[src/rtl/acs_pkg.sv]
/*
 * constants of the converter sequencer: register indices, field positions,
 * reset values and timing counts.
 * assumes a 10 MHz pclk and a 32-bit apb bus where byte address = 4 * index.
 */
package acs_pkg;

	// ----------------------------------------------------------------
	// register indices (byte address is four times the index)
	// ----------------------------------------------------------------
	localparam logic [7:0] IDX_INTERRUPT_CONTROL = 8'h0b;
	localparam logic [7:0] IDX_PERIPHERAL_FLAGS_1 = 8'h0c;
	localparam logic [7:0] IDX_RESULT_HIGH = 8'h1e;
	localparam logic [7:0] IDX_CONVERTER_CONTROL_0 = 8'h1f;
	localparam logic [7:0] IDX_PERIPHERAL_ENABLES_1 = 8'h8c;
	localparam logic [7:0] IDX_ANALOG_PIN_SELECT = 8'h91;
	localparam logic [7:0] IDX_RESULT_LOW = 8'h9e;
	localparam logic [7:0] IDX_CONVERTER_CONTROL_1 = 8'h9f;

	// ----------------------------------------------------------------
	// field positions
	// ----------------------------------------------------------------
	localparam int CC0_POWER_ON_BIT = 0;
	localparam int CC0_GO_BIT = 1;
	localparam int CC0_CHAN_LSB = 2;
	localparam int CC0_VREF_LSB = 5;
	localparam int CC0_JUSTIFY_BIT = 7;
	localparam int CC1_CLKSEL_LSB = 4;
	localparam int CONV_FLAG_BIT = 6;
	localparam int CONV_ENABLE_BIT = 6;
	localparam int PERIPH_IRQ_EN_BIT = 6;
	localparam int GLOBAL_IRQ_EN_BIT = 7;

	// ----------------------------------------------------------------
	// reset values
	// ----------------------------------------------------------------
	localparam logic [7:0] RST_INTERRUPT_CONTROL = 8'h00;
	localparam logic [7:0] RST_PERIPHERAL_ENABLES_1 = 8'h00;
	localparam logic [7:0] RST_ANALOG_PIN_SELECT = 8'hff;
	localparam logic [7:0] RST_CONVERTER_CONTROL_0 = 8'h00;
	localparam logic [2:0] RST_CLKSEL = 3'h0;

	// ----------------------------------------------------------------
	// timing
	// ----------------------------------------------------------------
	localparam int RESULT_BITS = 10;
	localparam int GAP_TADS = 2;
	localparam int PCLK_PER_INSTR = 4;
	localparam logic [3:0] SAR_FIRST_BIT = 4'h9;

	typedef enum logic [4:0] {
		ACS_IDLE = 5'b00001,
		ACS_RC_WAIT = 5'b00010,
		ACS_SAMPLE = 5'b00100,
		ACS_CONVERT = 5'b01000,
		ACS_GAP = 5'b10000
	} acs_state_t;

endpackage

[src/rtl/acs_sequencer.sv]
/*
 * apb slave and sequencer for a 10-bit successive-approximation converter.
 * assumes the comparator settles within one pclk of a dac_code change, an
 * asynchronous rc oscillator pin and a same-clock sleep level from the cpu.
 */
// Our own choice: register access over APB.
// What this block does
// - setting the go bit with the converter on, and not in sleep on a non-rc clock, starts a conversion of the selected channel.
// - interrupt uses flag bit 6, enable bit 6, peripheral and global enables.
// - at least two bit periods pass before the next acquisition.
// - the result has 1024 steps, ten bits.
// - with rc clock the start waits one instruction cycle after go.
// - completion clears go and loads the result pair, also in sleep.
// - enabled completion in sleep wakes; global enable selects the vector.
// - disabled completion in sleep powers the converter down, power bit kept.
// - sleep with a non-rc clock aborts a running conversion and powers down, power bit kept; idle or gap is left as it is.
// - reset restores registers, powers off, aborts; results are kept.
// - the hold capacitor is never discharged between conversions.
// - clock select picks fosc/2,/8,/32,rc,/4,/16,/64.
`timescale 1ns/10ps

module acs_sequencer
	import acs_pkg::*;
#(
	parameter int INSTR_CYCLES = PCLK_PER_INSTR
)
(
	input wire logic pclk,
	input wire logic presetn,
	input wire logic psel,
	input wire logic penable,
	input wire logic pwrite,
	input wire logic [9:0] paddr,
	input wire logic [31:0] pwdata,
	input wire logic [3:0] pstrb,
	output logic [31:0] prdata,
	output logic pready,
	output logic pslverr,
	input wire logic sleep_active,
	input wire logic rc_osc_pin,
	input wire logic comparator_pin,
	output logic converter_enable,
	output logic [2:0] channel_select,
	output logic [1:0] vref_select,
	output logic [7:0] analog_pin_select,
	output logic track_enable,
	output logic [9:0] dac_code,
	output logic irq,
	output logic wake_req,
	output logic wake_to_vector
);

	initial
	begin
		if (INSTR_CYCLES < 1 || INSTR_CYCLES > 15)
			$error("INSTR_CYCLES out of range");
	end

	// ----------------------------------------------------------------
	// state
	// ----------------------------------------------------------------
	acs_state_t st_q;
	logic go_q, power_on_q, justify_q, pd_q, flag_q;
	logic [2:0] chan_q, clksel_q;
	logic [1:0] vref_q;
	logic [7:0] analog_pin_select_q, pie_q, interrupt_control_q;
	logic [7:0] res_hi_q, res_lo_q;
	logic [9:0] sar_q;
	logic [3:0] bit_q, wait_q;
	logic [6:0] div_q;
	logic [1:0] gap_q;
	logic rc_s1_q, rc_s2_q, rc_s3_q;

	// clock select decode, divide in pclk cycles
	function automatic logic [6:0] tad_div(input logic [2:0] sel);
		unique case (sel)
			3'h0: tad_div = 7'h02;
			3'h1: tad_div = 7'h08;
			3'h2: tad_div = 7'h20;
			3'h4: tad_div = 7'h04;
			3'h5: tad_div = 7'h10;
			3'h6: tad_div = 7'h40;
			default: tad_div = 7'h02;
		endcase
	endfunction

	// ----------------------------------------------------------------
	// apb decode
	// ----------------------------------------------------------------
	logic wr, rd_hit;
	logic [7:0] idx;
	logic [7:0] wdat;
	assign idx = paddr[9:2];
	assign wdat = pwdata[7:0];
	assign wr = psel && penable && pwrite && pstrb[0];
	assign pready = 1'b1;

	always_comb
	begin
		rd_hit = 1'b1;
		prdata = 32'h0000_0000;
		unique case (idx)
			IDX_INTERRUPT_CONTROL: prdata[7:0] = interrupt_control_q;
			IDX_PERIPHERAL_FLAGS_1: prdata[CONV_FLAG_BIT] = flag_q;
			IDX_RESULT_HIGH: prdata[7:0] = res_hi_q;
			IDX_CONVERTER_CONTROL_0: prdata[7:0] = {justify_q, vref_q, chan_q, go_q, power_on_q};
			IDX_PERIPHERAL_ENABLES_1: prdata[7:0] = pie_q;
			IDX_ANALOG_PIN_SELECT: prdata[7:0] = analog_pin_select_q;
			IDX_RESULT_LOW: prdata[7:0] = res_lo_q;
			IDX_CONVERTER_CONTROL_1: prdata[7:0] = {1'b0, clksel_q, 4'h0};
			default: rd_hit = 1'b0;
		endcase
	end
	assign pslverr = psel && penable && !rd_hit;

	// ----------------------------------------------------------------
	// synchronisers and conversion clock
	// ----------------------------------------------------------------
	always_ff @(posedge pclk or negedge presetn)
	begin
		if (!presetn)
		begin
			rc_s1_q <= 1'b0;
			rc_s2_q <= 1'b0;
			rc_s3_q <= 1'b0;
		end
		else
		begin
			rc_s1_q <= rc_osc_pin;
			rc_s2_q <= rc_s1_q;
			rc_s3_q <= rc_s2_q;
		end
	end
	// comparator answers our own dac_code within a cycle, so it is read directly;
	// a two-stage sync would feed stale decisions to the sar at the /2 clock

	logic rc_sel, tad_tick, timed;
	assign rc_sel = (clksel_q[1:0] == 2'b11);
	assign timed = (st_q == ACS_SAMPLE) || (st_q == ACS_CONVERT) || (st_q == ACS_GAP);
	assign tad_tick = timed && (rc_sel ? (rc_s2_q && !rc_s3_q)
		: (div_q == tad_div(clksel_q) - 7'h01));

	always_ff @(posedge pclk or negedge presetn)
	begin
		if (!presetn)
			div_q <= 7'h00;
		else if (!timed || tad_tick)
			div_q <= 7'h00;
		else
			div_q <= div_q + 7'h01;
	end

	// ----------------------------------------------------------------
	// sequencer
	// ----------------------------------------------------------------
	logic go_wr, start_ok, abort, complete;
	logic [9:0] final_res;
	assign go_wr = wr && (idx == IDX_CONVERTER_CONTROL_0) && wdat[CC0_GO_BIT];
	assign abort = sleep_active && !rc_sel && (st_q != ACS_IDLE) && (st_q != ACS_GAP);
	assign start_ok = go_q && power_on_q && !pd_q && !(sleep_active && !rc_sel);
	assign complete = (st_q == ACS_CONVERT) && tad_tick && (bit_q == 4'h0);
	always_comb
	begin
		final_res = sar_q;
		final_res[0] = comparator_pin;
	end

	always_ff @(posedge pclk or negedge presetn)
	begin
		if (!presetn)
		begin
			st_q <= ACS_IDLE;
			wait_q <= 4'h0;
			bit_q <= 4'h0;
			gap_q <= 2'h0;
			sar_q <= 10'h000;
		end
		else if (abort)
			st_q <= ACS_IDLE;
		else
		begin
			unique case (st_q)
				ACS_IDLE:
				begin
					wait_q <= 4'h0;
					if (start_ok)
						st_q <= rc_sel ? ACS_RC_WAIT : ACS_SAMPLE;
				end
				ACS_RC_WAIT:
				begin
					wait_q <= wait_q + 4'h1;
					if (wait_q == 4'(INSTR_CYCLES - 1))
						st_q <= ACS_SAMPLE;
				end
				ACS_SAMPLE:
				begin
					if (tad_tick)
					begin
						st_q <= ACS_CONVERT;
						bit_q <= SAR_FIRST_BIT;
						sar_q <= 10'h200;
					end
				end
				ACS_CONVERT:
				begin
					if (tad_tick)
					begin
						sar_q[bit_q] <= comparator_pin;
						if (bit_q != 4'h0)
						begin
							sar_q[bit_q - 4'h1] <= 1'b1;
							bit_q <= bit_q - 4'h1;
						end
						else
						begin
							st_q <= ACS_GAP;
							gap_q <= 2'h0;
						end
					end
				end
				ACS_GAP:
				begin
					if (tad_tick)
					begin
						gap_q <= gap_q + 2'h1;
						if (gap_q == 2'(GAP_TADS - 1))
							st_q <= ACS_IDLE;
					end
				end
			endcase
		end
	end

	// track while powered and not converting; the hold capacitor is never shorted
	assign track_enable = converter_enable && (st_q != ACS_CONVERT);
	assign dac_code = sar_q;

	// ----------------------------------------------------------------
	// control registers
	// ----------------------------------------------------------------
	always_ff @(posedge pclk or negedge presetn)
	begin
		if (!presetn)
		begin
			go_q <= RST_CONVERTER_CONTROL_0[CC0_GO_BIT];
			power_on_q <= RST_CONVERTER_CONTROL_0[CC0_POWER_ON_BIT];
			chan_q <= RST_CONVERTER_CONTROL_0[4:2];
			vref_q <= RST_CONVERTER_CONTROL_0[6:5];
			justify_q <= RST_CONVERTER_CONTROL_0[CC0_JUSTIFY_BIT];
			clksel_q <= RST_CLKSEL;
			analog_pin_select_q <= RST_ANALOG_PIN_SELECT;
			pie_q <= RST_PERIPHERAL_ENABLES_1;
			interrupt_control_q <= RST_INTERRUPT_CONTROL;
		end
		else
		begin
			if (go_wr)
				go_q <= 1'b1;
			else if (complete || abort)
				go_q <= 1'b0;
			if (wr && idx == IDX_CONVERTER_CONTROL_0)
			begin
				power_on_q <= wdat[CC0_POWER_ON_BIT];
				chan_q <= wdat[CC0_CHAN_LSB +: 3];
				vref_q <= wdat[CC0_VREF_LSB +: 2];
				justify_q <= wdat[CC0_JUSTIFY_BIT];
			end
			if (wr && idx == IDX_CONVERTER_CONTROL_1)
				clksel_q <= wdat[CC1_CLKSEL_LSB +: 3];
			if (wr && idx == IDX_ANALOG_PIN_SELECT)
				analog_pin_select_q <= wdat;
			if (wr && idx == IDX_PERIPHERAL_ENABLES_1)
				pie_q <= wdat;
			if (wr && idx == IDX_INTERRUPT_CONTROL)
				interrupt_control_q <= wdat;
		end
	end

	// power-down latch: kept until sleep ends, power bit untouched
	always_ff @(posedge pclk or negedge presetn)
	begin
		if (!presetn)
			pd_q <= 1'b0;
		else if (abort)
			pd_q <= 1'b1;
		else if (complete && sleep_active && !pie_q[CONV_ENABLE_BIT])
			pd_q <= 1'b1;
		else if (!sleep_active)
			pd_q <= 1'b0;
	end

	// results have no reset so they survive it
	always_ff @(posedge pclk)
	begin
		if (complete)
		begin
			if (justify_q)
			begin
				res_hi_q <= {6'h00, final_res[9:8]};
				res_lo_q <= final_res[7:0];
			end
			else
			begin
				res_hi_q <= final_res[9:2];
				res_lo_q <= {final_res[1:0], 6'h00};
			end
		end
	end

	// ----------------------------------------------------------------
	// interrupt
	// ----------------------------------------------------------------
	logic flag_clr;
	assign flag_clr = wr && (idx == IDX_PERIPHERAL_FLAGS_1) && wdat[CONV_FLAG_BIT];

	always_ff @(posedge pclk or negedge presetn)
	begin
		if (!presetn)
			flag_q <= 1'b0;
		else if (complete)
			flag_q <= 1'b1;
		else if (flag_clr)
			flag_q <= 1'b0;
	end

	assign irq = flag_q && pie_q[CONV_ENABLE_BIT] && interrupt_control_q[PERIPH_IRQ_EN_BIT]
		&& interrupt_control_q[GLOBAL_IRQ_EN_BIT];
	assign wake_req = sleep_active && flag_q && pie_q[CONV_ENABLE_BIT];
	assign wake_to_vector = wake_req && interrupt_control_q[GLOBAL_IRQ_EN_BIT];
	assign converter_enable = power_on_q && !pd_q;
	assign channel_select = chan_q;
	assign vref_select = vref_q;
	assign analog_pin_select = analog_pin_select_q;
endmodule

[config.mk]
export PLATFORM = sky130hd
export DESIGN_NAME = acs_sequencer
export DESIGN_NICKNAME = d
export VERILOG_FILES = /design/src/rtl/acs_pkg.sv /design/src/rtl/acs_sequencer.sv
export SDC_FILE = /design/constraint.sdc
export NUM_CORES = 1
export LEC_CHECK = 0
export CAP_MARGIN = 5
export CORE_MARGIN = 2
export CORE_UTILIZATION = 30
export CTS_CLUSTER_SIZE = 25
export DETAILED_ROUTE_END_ITERATION = 12
export DONT_BUFFER_PORTS = 1
export HOLD_SLACK_MARGIN = 0.08
export PLACE_DENSITY = 0.48
export SLEW_MARGIN = 25
export SYNTH_ARGS = -nofsm -noshare
export SYNTH_HDL_FRONTEND = slang
export SYNTH_SLANG_ARGS = --single-unit
[constraint.sdc]
create_clock -name pclk -period 6.1 [get_ports pclk]
set_clock_uncertainty 0.1 [all_clocks]
set_input_delay 0.305 -clock pclk [delete_from_list [all_inputs] [get_ports pclk]]
set_output_delay 0.305 -clock pclk [all_outputs]
set_load 0.01 [all_outputs]
==> reports/qor.log <==
INFO  route          detail_route.vias_per_cell=5.16
INFO  die            design.portCount=116
INFO  sta            setup_tns=0ps
INFO  sta            post_route_fraction_of_the_period_consumed_by_the_critical_path=48.3%
INFO  layout         nNetsFinal=529
INFO  synthesis      post_synth_num_cell_types=63
INFO  synthesis      synth_enable_flop_cells=16
INFO  layout         layout.core_utilization=34.1%
INFO  worst_setup_path worstPathArrival=2830ps
INFO  power          power_switching=598uW
INFO  sta            setup_viol=0
INFO  placement      io_buffers=0
INFO  cts            tritoncts=built
INFO  synthesis      synth.yosys.seq_area_share=46.9%
INFO  worst_setup_path cp-endpoint=res_hi_q[3]
INFO  min_path       timing.hold.worst_path_depth=2
INFO  layout         layout.cells.most_common=sky130_fd_sc_hd__dfrtp_1
INFO  placement      place_congestion=0.821
INFO  sta            timing_max_transition_violations_final=0
INFO  power          p_leak=2.28nW
INFO  layout         most_frequent_cells_in_the_layout=sky130_fd_sc_hd__dfrtp_1 (63), sky130_fd_sc_hd__mux2_2 (40), sky130_fd_sc_hd__nand2_1 (38)
INFO  cts            worst_setup_hold_path_clk_slew=70ps
INFO  die            die_y=132microns
INFO  worst_setup_path critPathLaunchType=register
INFO  layout         area_growth=10.9%
INFO  worst_setup_path startpoint=clksel_q[0]
INFO  worst_setup_path worst_ep_required_time=5990ps
INFO  worst_setup_path path_class=register to register
INFO  sta            grt_setup_unrepaired=false
INFO  cts            tritoncts_num_sinks=88
INFO  synthesis      syn_inst=463
INFO  worst_setup_path category_of_the_worst_setup_path_capture_point=register
INFO  synthesis      share_of_the_synthesized_area_in_the_top_cell_type=32.3%
INFO  worst_setup_path worstRegToRegCells=6
INFO  route          drc=0
INFO  cts            cts_repair_resize_count=0
INFO  worst_setup_path cp_max_fo=16
INFO  route          detail_route.first_pass.iterations=6
INFO  cts            cts_root_buffer=sky130_fd_sc_hd__clkbuf_16
INFO  global_routing groute.layer.met3.usage=5.29%
INFO  cts            cts.path.max_buffers=2
INFO  global_routing grt_pass1_wl=19500microns
INFO  layout         antennaDiodeCount=0
INFO  power          max-vdd-ir-drop=0.000127V
INFO  worst_setup_path timing.critical_path.slowest_stage_cell=sky130_fd_sc_hd__dfrtp_1
INFO  route          finalWirelength=11900microns
INFO  route          first_iter_violations=242
INFO  sta            max-slew-margin-rel=34.0%
INFO  synthesis      ffs_latches_synth=88
INFO  worst_setup_path crit_chain=or3b_1 -> and3_1 -> o31a_1 -> o21bai_1 -> nand2_1 -> inv_1
INFO  route          via_count_of_the_routed_design=3551
INFO  min_path       hold_path_class=primary input to register
INFO  die            fp.dieW=132microns
INFO  cts            cts-htree-levels=3
INFO  global_routing globalRouteMet1Util=18.6%
INFO  synthesis      avgSynthCellArea=10.6squm
INFO  die            core_area=15900squm
INFO  synthesis      dominantRegCellSynth=sky130_fd_sc_hd__dfrtp_1
INFO  sta            final-hold-violation-count=0
INFO  global_routing antenna_violations_before_repair=0
INFO  power          design_power_total=1.68mW
INFO  route          route.detailed.wl_per_inst=17.3microns
INFO  power          internal-power=1.08mW
INFO  synthesis      async_reset_ff_share=81.8%
INFO  cts            clk_latency=350ps
INFO  worst_setup_path worst_r2r_startpoint=clksel_q[0]
INFO  die            floorplan.die_area=17300squm
INFO  global_routing top_usage_layer=met2
INFO  power          power_frac_seq=43.1%
INFO  sta            maxClockFrequency=339MHz
INFO  layout         drive_above_1_share=16.5%
INFO  power          netSwitchingFraction=35.6%
INFO  synthesis      ys_warn_count=0
INFO  global_routing grtUsageTotal=14.2%
INFO  sta            timing_worst_slew_pin_value=982ps
INFO  die            initial_core_util=30.8%
INFO  synthesis      yosys.area.top_type=sky130_fd_sc_hd__dfrtp_1
INFO  power          pwr-share-comb=25.7%
INFO  global_routing vias_in_the_first_global_route=3484
INFO  global_routing grt_util_met2=21.5%
INFO  worst_setup_path worstReg2RegEnd=res_hi_q[3]
INFO  layout         final_cell_count_without_fillers=688
INFO  worst_setup_path reg2reg_slack=3150ps
INFO  outcome        status=finished clean
INFO  placement      detailed_place_hpwl=8610microns
INFO  placement      dp.cells=657
INFO  synthesis      syn_area=4890squm
INFO  worst_setup_path timing.critical_path.slowest_cell_delay=500ps
INFO  flow_run       cap_violations=0
INFO  sta            period_needed=2950ps
INFO  cts            cts-buffers-inserted=9
INFO  die            std_cell_rows=46
INFO  route          antenna_left=0
INFO  global_routing global_route_congestion_overflow_total=0
INFO  power          share_clk_of_total_power=31.2%
INFO  synthesis      yosys-top-cells-area=sky130_fd_sc_hd__dfrtp_1 (32%), sky130_fd_sc_hd__edfxtp_1 (9.8%), sky130_fd_sc_hd__mux2_2 (9.2%), sky130_fd_sc_hd__dfstp_2 (4.8%), sky130_fd_sc_hd__buf_4 (3.8%)
INFO  power          pwr_density_cell=310nW/um^2
INFO  global_routing largest_net_degree_at_the_start_of_global_routing=73
==> metrics by stage <==
step                setup slack (ps)  instance area, sq um  hold WS, ps
floorplan                       3740                  4970        -90.6
global placement                3210                  4970        -86.5
detailed placement              3170                  4970        -86.2
CTS                             3140                  5420         88.2
global route                    2960                  5420          108
finish                          3150                  5420          102
==> worst min-delay path by stage <==
| stage | from | end | slack (ps) |
|---|---|---|---|
| after global routing | comparator_pin | dac_code[8] | 110 |
| after CTS | comparator_pin | dac_code[8] | 90 |
| after global placement | presetn | interrupt_control_q[6] | -90 |
| final | comparator_pin | dac_code[8] | 100 |
| after floorplan | presetn | bit_q[0] | -90 |
| after detailed placement | presetn | interrupt_control_q[6] | -90 |
==> worst max-delay path: cells and delay by family (launching register included) <==
family	cells	cell delay, ps
AOI/OAI and AO/OA	2	640
and+or+nand+nor	3	840
DFF	1	500
buffers and inverters	1	500
==> power by group through the flow <==
stage	clock, mW	sequential [mW]	combinational (mW)
6_report	0.525	0.726	0.432
5_1_grt	0.569	0.737	0.488
4_1_cts	0.547	0.727	0.431
3_5_place_dp	0	0.737	0.405
3_3_place_gp	0	0.736	0.404
2_1_floorplan	0	0.702	0.360
==> layer usage <==
layer,up-vias,share of wire [%]
met5,-,0
met4,0,1.6
met3,15,7.6
met2,126,46
met1,1746,45
li1,1664,-
==> synth_stat cells, types with 2 or more instances <==
| library cell | instances |
|---|---|
| sky130_fd_sc_hd__a211oi_1 | 2 |
| sky130_fd_sc_hd__and3_1 | 6 |
| sky130_fd_sc_hd__nor4_1 | 3 |
| sky130_fd_sc_hd__nand3_1 | 10 |
| sky130_fd_sc_hd__nor2b_1 | 12 |
| sky130_fd_sc_hd__nand4_1 | 4 |
| sky130_fd_sc_hd__o2111ai_1 | 2 |
| sky130_fd_sc_hd__xnor2_1 | 4 |
| sky130_fd_sc_hd__nand2b_1 | 2 |
| sky130_fd_sc_hd__a2bb2oi_1 | 4 |
| sky130_fd_sc_hd__a21oi_1 | 20 |
| sky130_fd_sc_hd__mux2_2 | 40 |
| sky130_fd_sc_hd__o21bai_1 | 2 |
| sky130_fd_sc_hd__a31oi_1 | 6 |
| sky130_fd_sc_hd__buf_1 | 4 |
| sky130_fd_sc_hd__o22a_1 | 6 |
| sky130_fd_sc_hd__a32o_1 | 2 |
| sky130_fd_sc_hd__mux2i_1 | 8 |
| sky130_fd_sc_hd__or2_2 | 2 |
| sky130_fd_sc_hd__and2_1 | 12 |
| sky130_fd_sc_hd__dfrtp_1 | 63 |
| sky130_fd_sc_hd__buf_2 | 3 |
| sky130_fd_sc_hd__buf_4 | 25 |
| sky130_fd_sc_hd__o21ai_0 | 16 |
| sky130_fd_sc_hd__edfxtp_1 | 16 |
| sky130_fd_sc_hd__o211ai_1 | 4 |
| sky130_fd_sc_hd__xor2_1 | 7 |
| sky130_fd_sc_hd__nand2_1 | 38 |
| sky130_fd_sc_hd__o31ai_1 | 9 |
| sky130_fd_sc_hd__conb_1 | 2 |
| sky130_fd_sc_hd__and3b_1 | 2 |
| sky130_fd_sc_hd__inv_1 | 8 |
| sky130_fd_sc_hd__nor4_2 | 2 |
| sky130_fd_sc_hd__nor3_1 | 13 |
| sky130_fd_sc_hd__a222oi_1 | 8 |
| sky130_fd_sc_hd__mux4_2 | 3 |
| sky130_fd_sc_hd__ha_1 | 8 |
| sky130_fd_sc_hd__dfstp_2 | 9 |
| sky130_fd_sc_hd__nand3b_1 | 3 |
| sky130_fd_sc_hd__a22oi_1 | 4 |
| sky130_fd_sc_hd__clkbuf_1 | 13 |
| sky130_fd_sc_hd__nor2_1 | 35 |
==> cell type report <==
class | count | area (sq um)
well taps | 216 | 270
clock buffers | 9 | 225
repair buffers | 16 | 175
flip-flops and latches | 88 | 2290
multi-input cells | 344 | 2370
fillers | 1648 | 10500
clock inverters | 7 | 53.8
inverters | 8 | 30.0
==> cells by family after synthesis <==
| logic type | Yosys count | share of synthesized area (%) |
|---|---|---|
| AND/OR/NAND/NOR | 151 | 15.7 |
| AO/OA/AOI/OAI | 98 | 14.7 |
| flip-flops | 88 | 46.9 |
| buffers and inverters | 54 | 6.30 |
| multiplexers | 51 | 12.2 |
| XOR/XNOR | 11 | 1.97 |
| adder cells (fa/ha/maj) | 8 | 2.05 |
| other | 2 | 0.154 |
==> what timing repair did <==
action / CTS / global route
setup buffers: 0 / 0
hold buffers: 15 / 0
endpoints found under the hold margin: 112 / 0
endpoints found under the setup margin: 0 / 0
==> flip-flops by register name, summed over array words and instances (netlist names), 2 cells and up <==
register and cells:
analog_pin_select 8, bit_q 4, channel_select 3, clksel_q 3, dac_code 10, div_q 7, gap_q 2, interrupt_control_q 8
pie_q 8, res_hi_q 8, res_lo_q 8, st_q 5, vref_select 2, wait_q 4
Power figures use the tool's default switching activity.
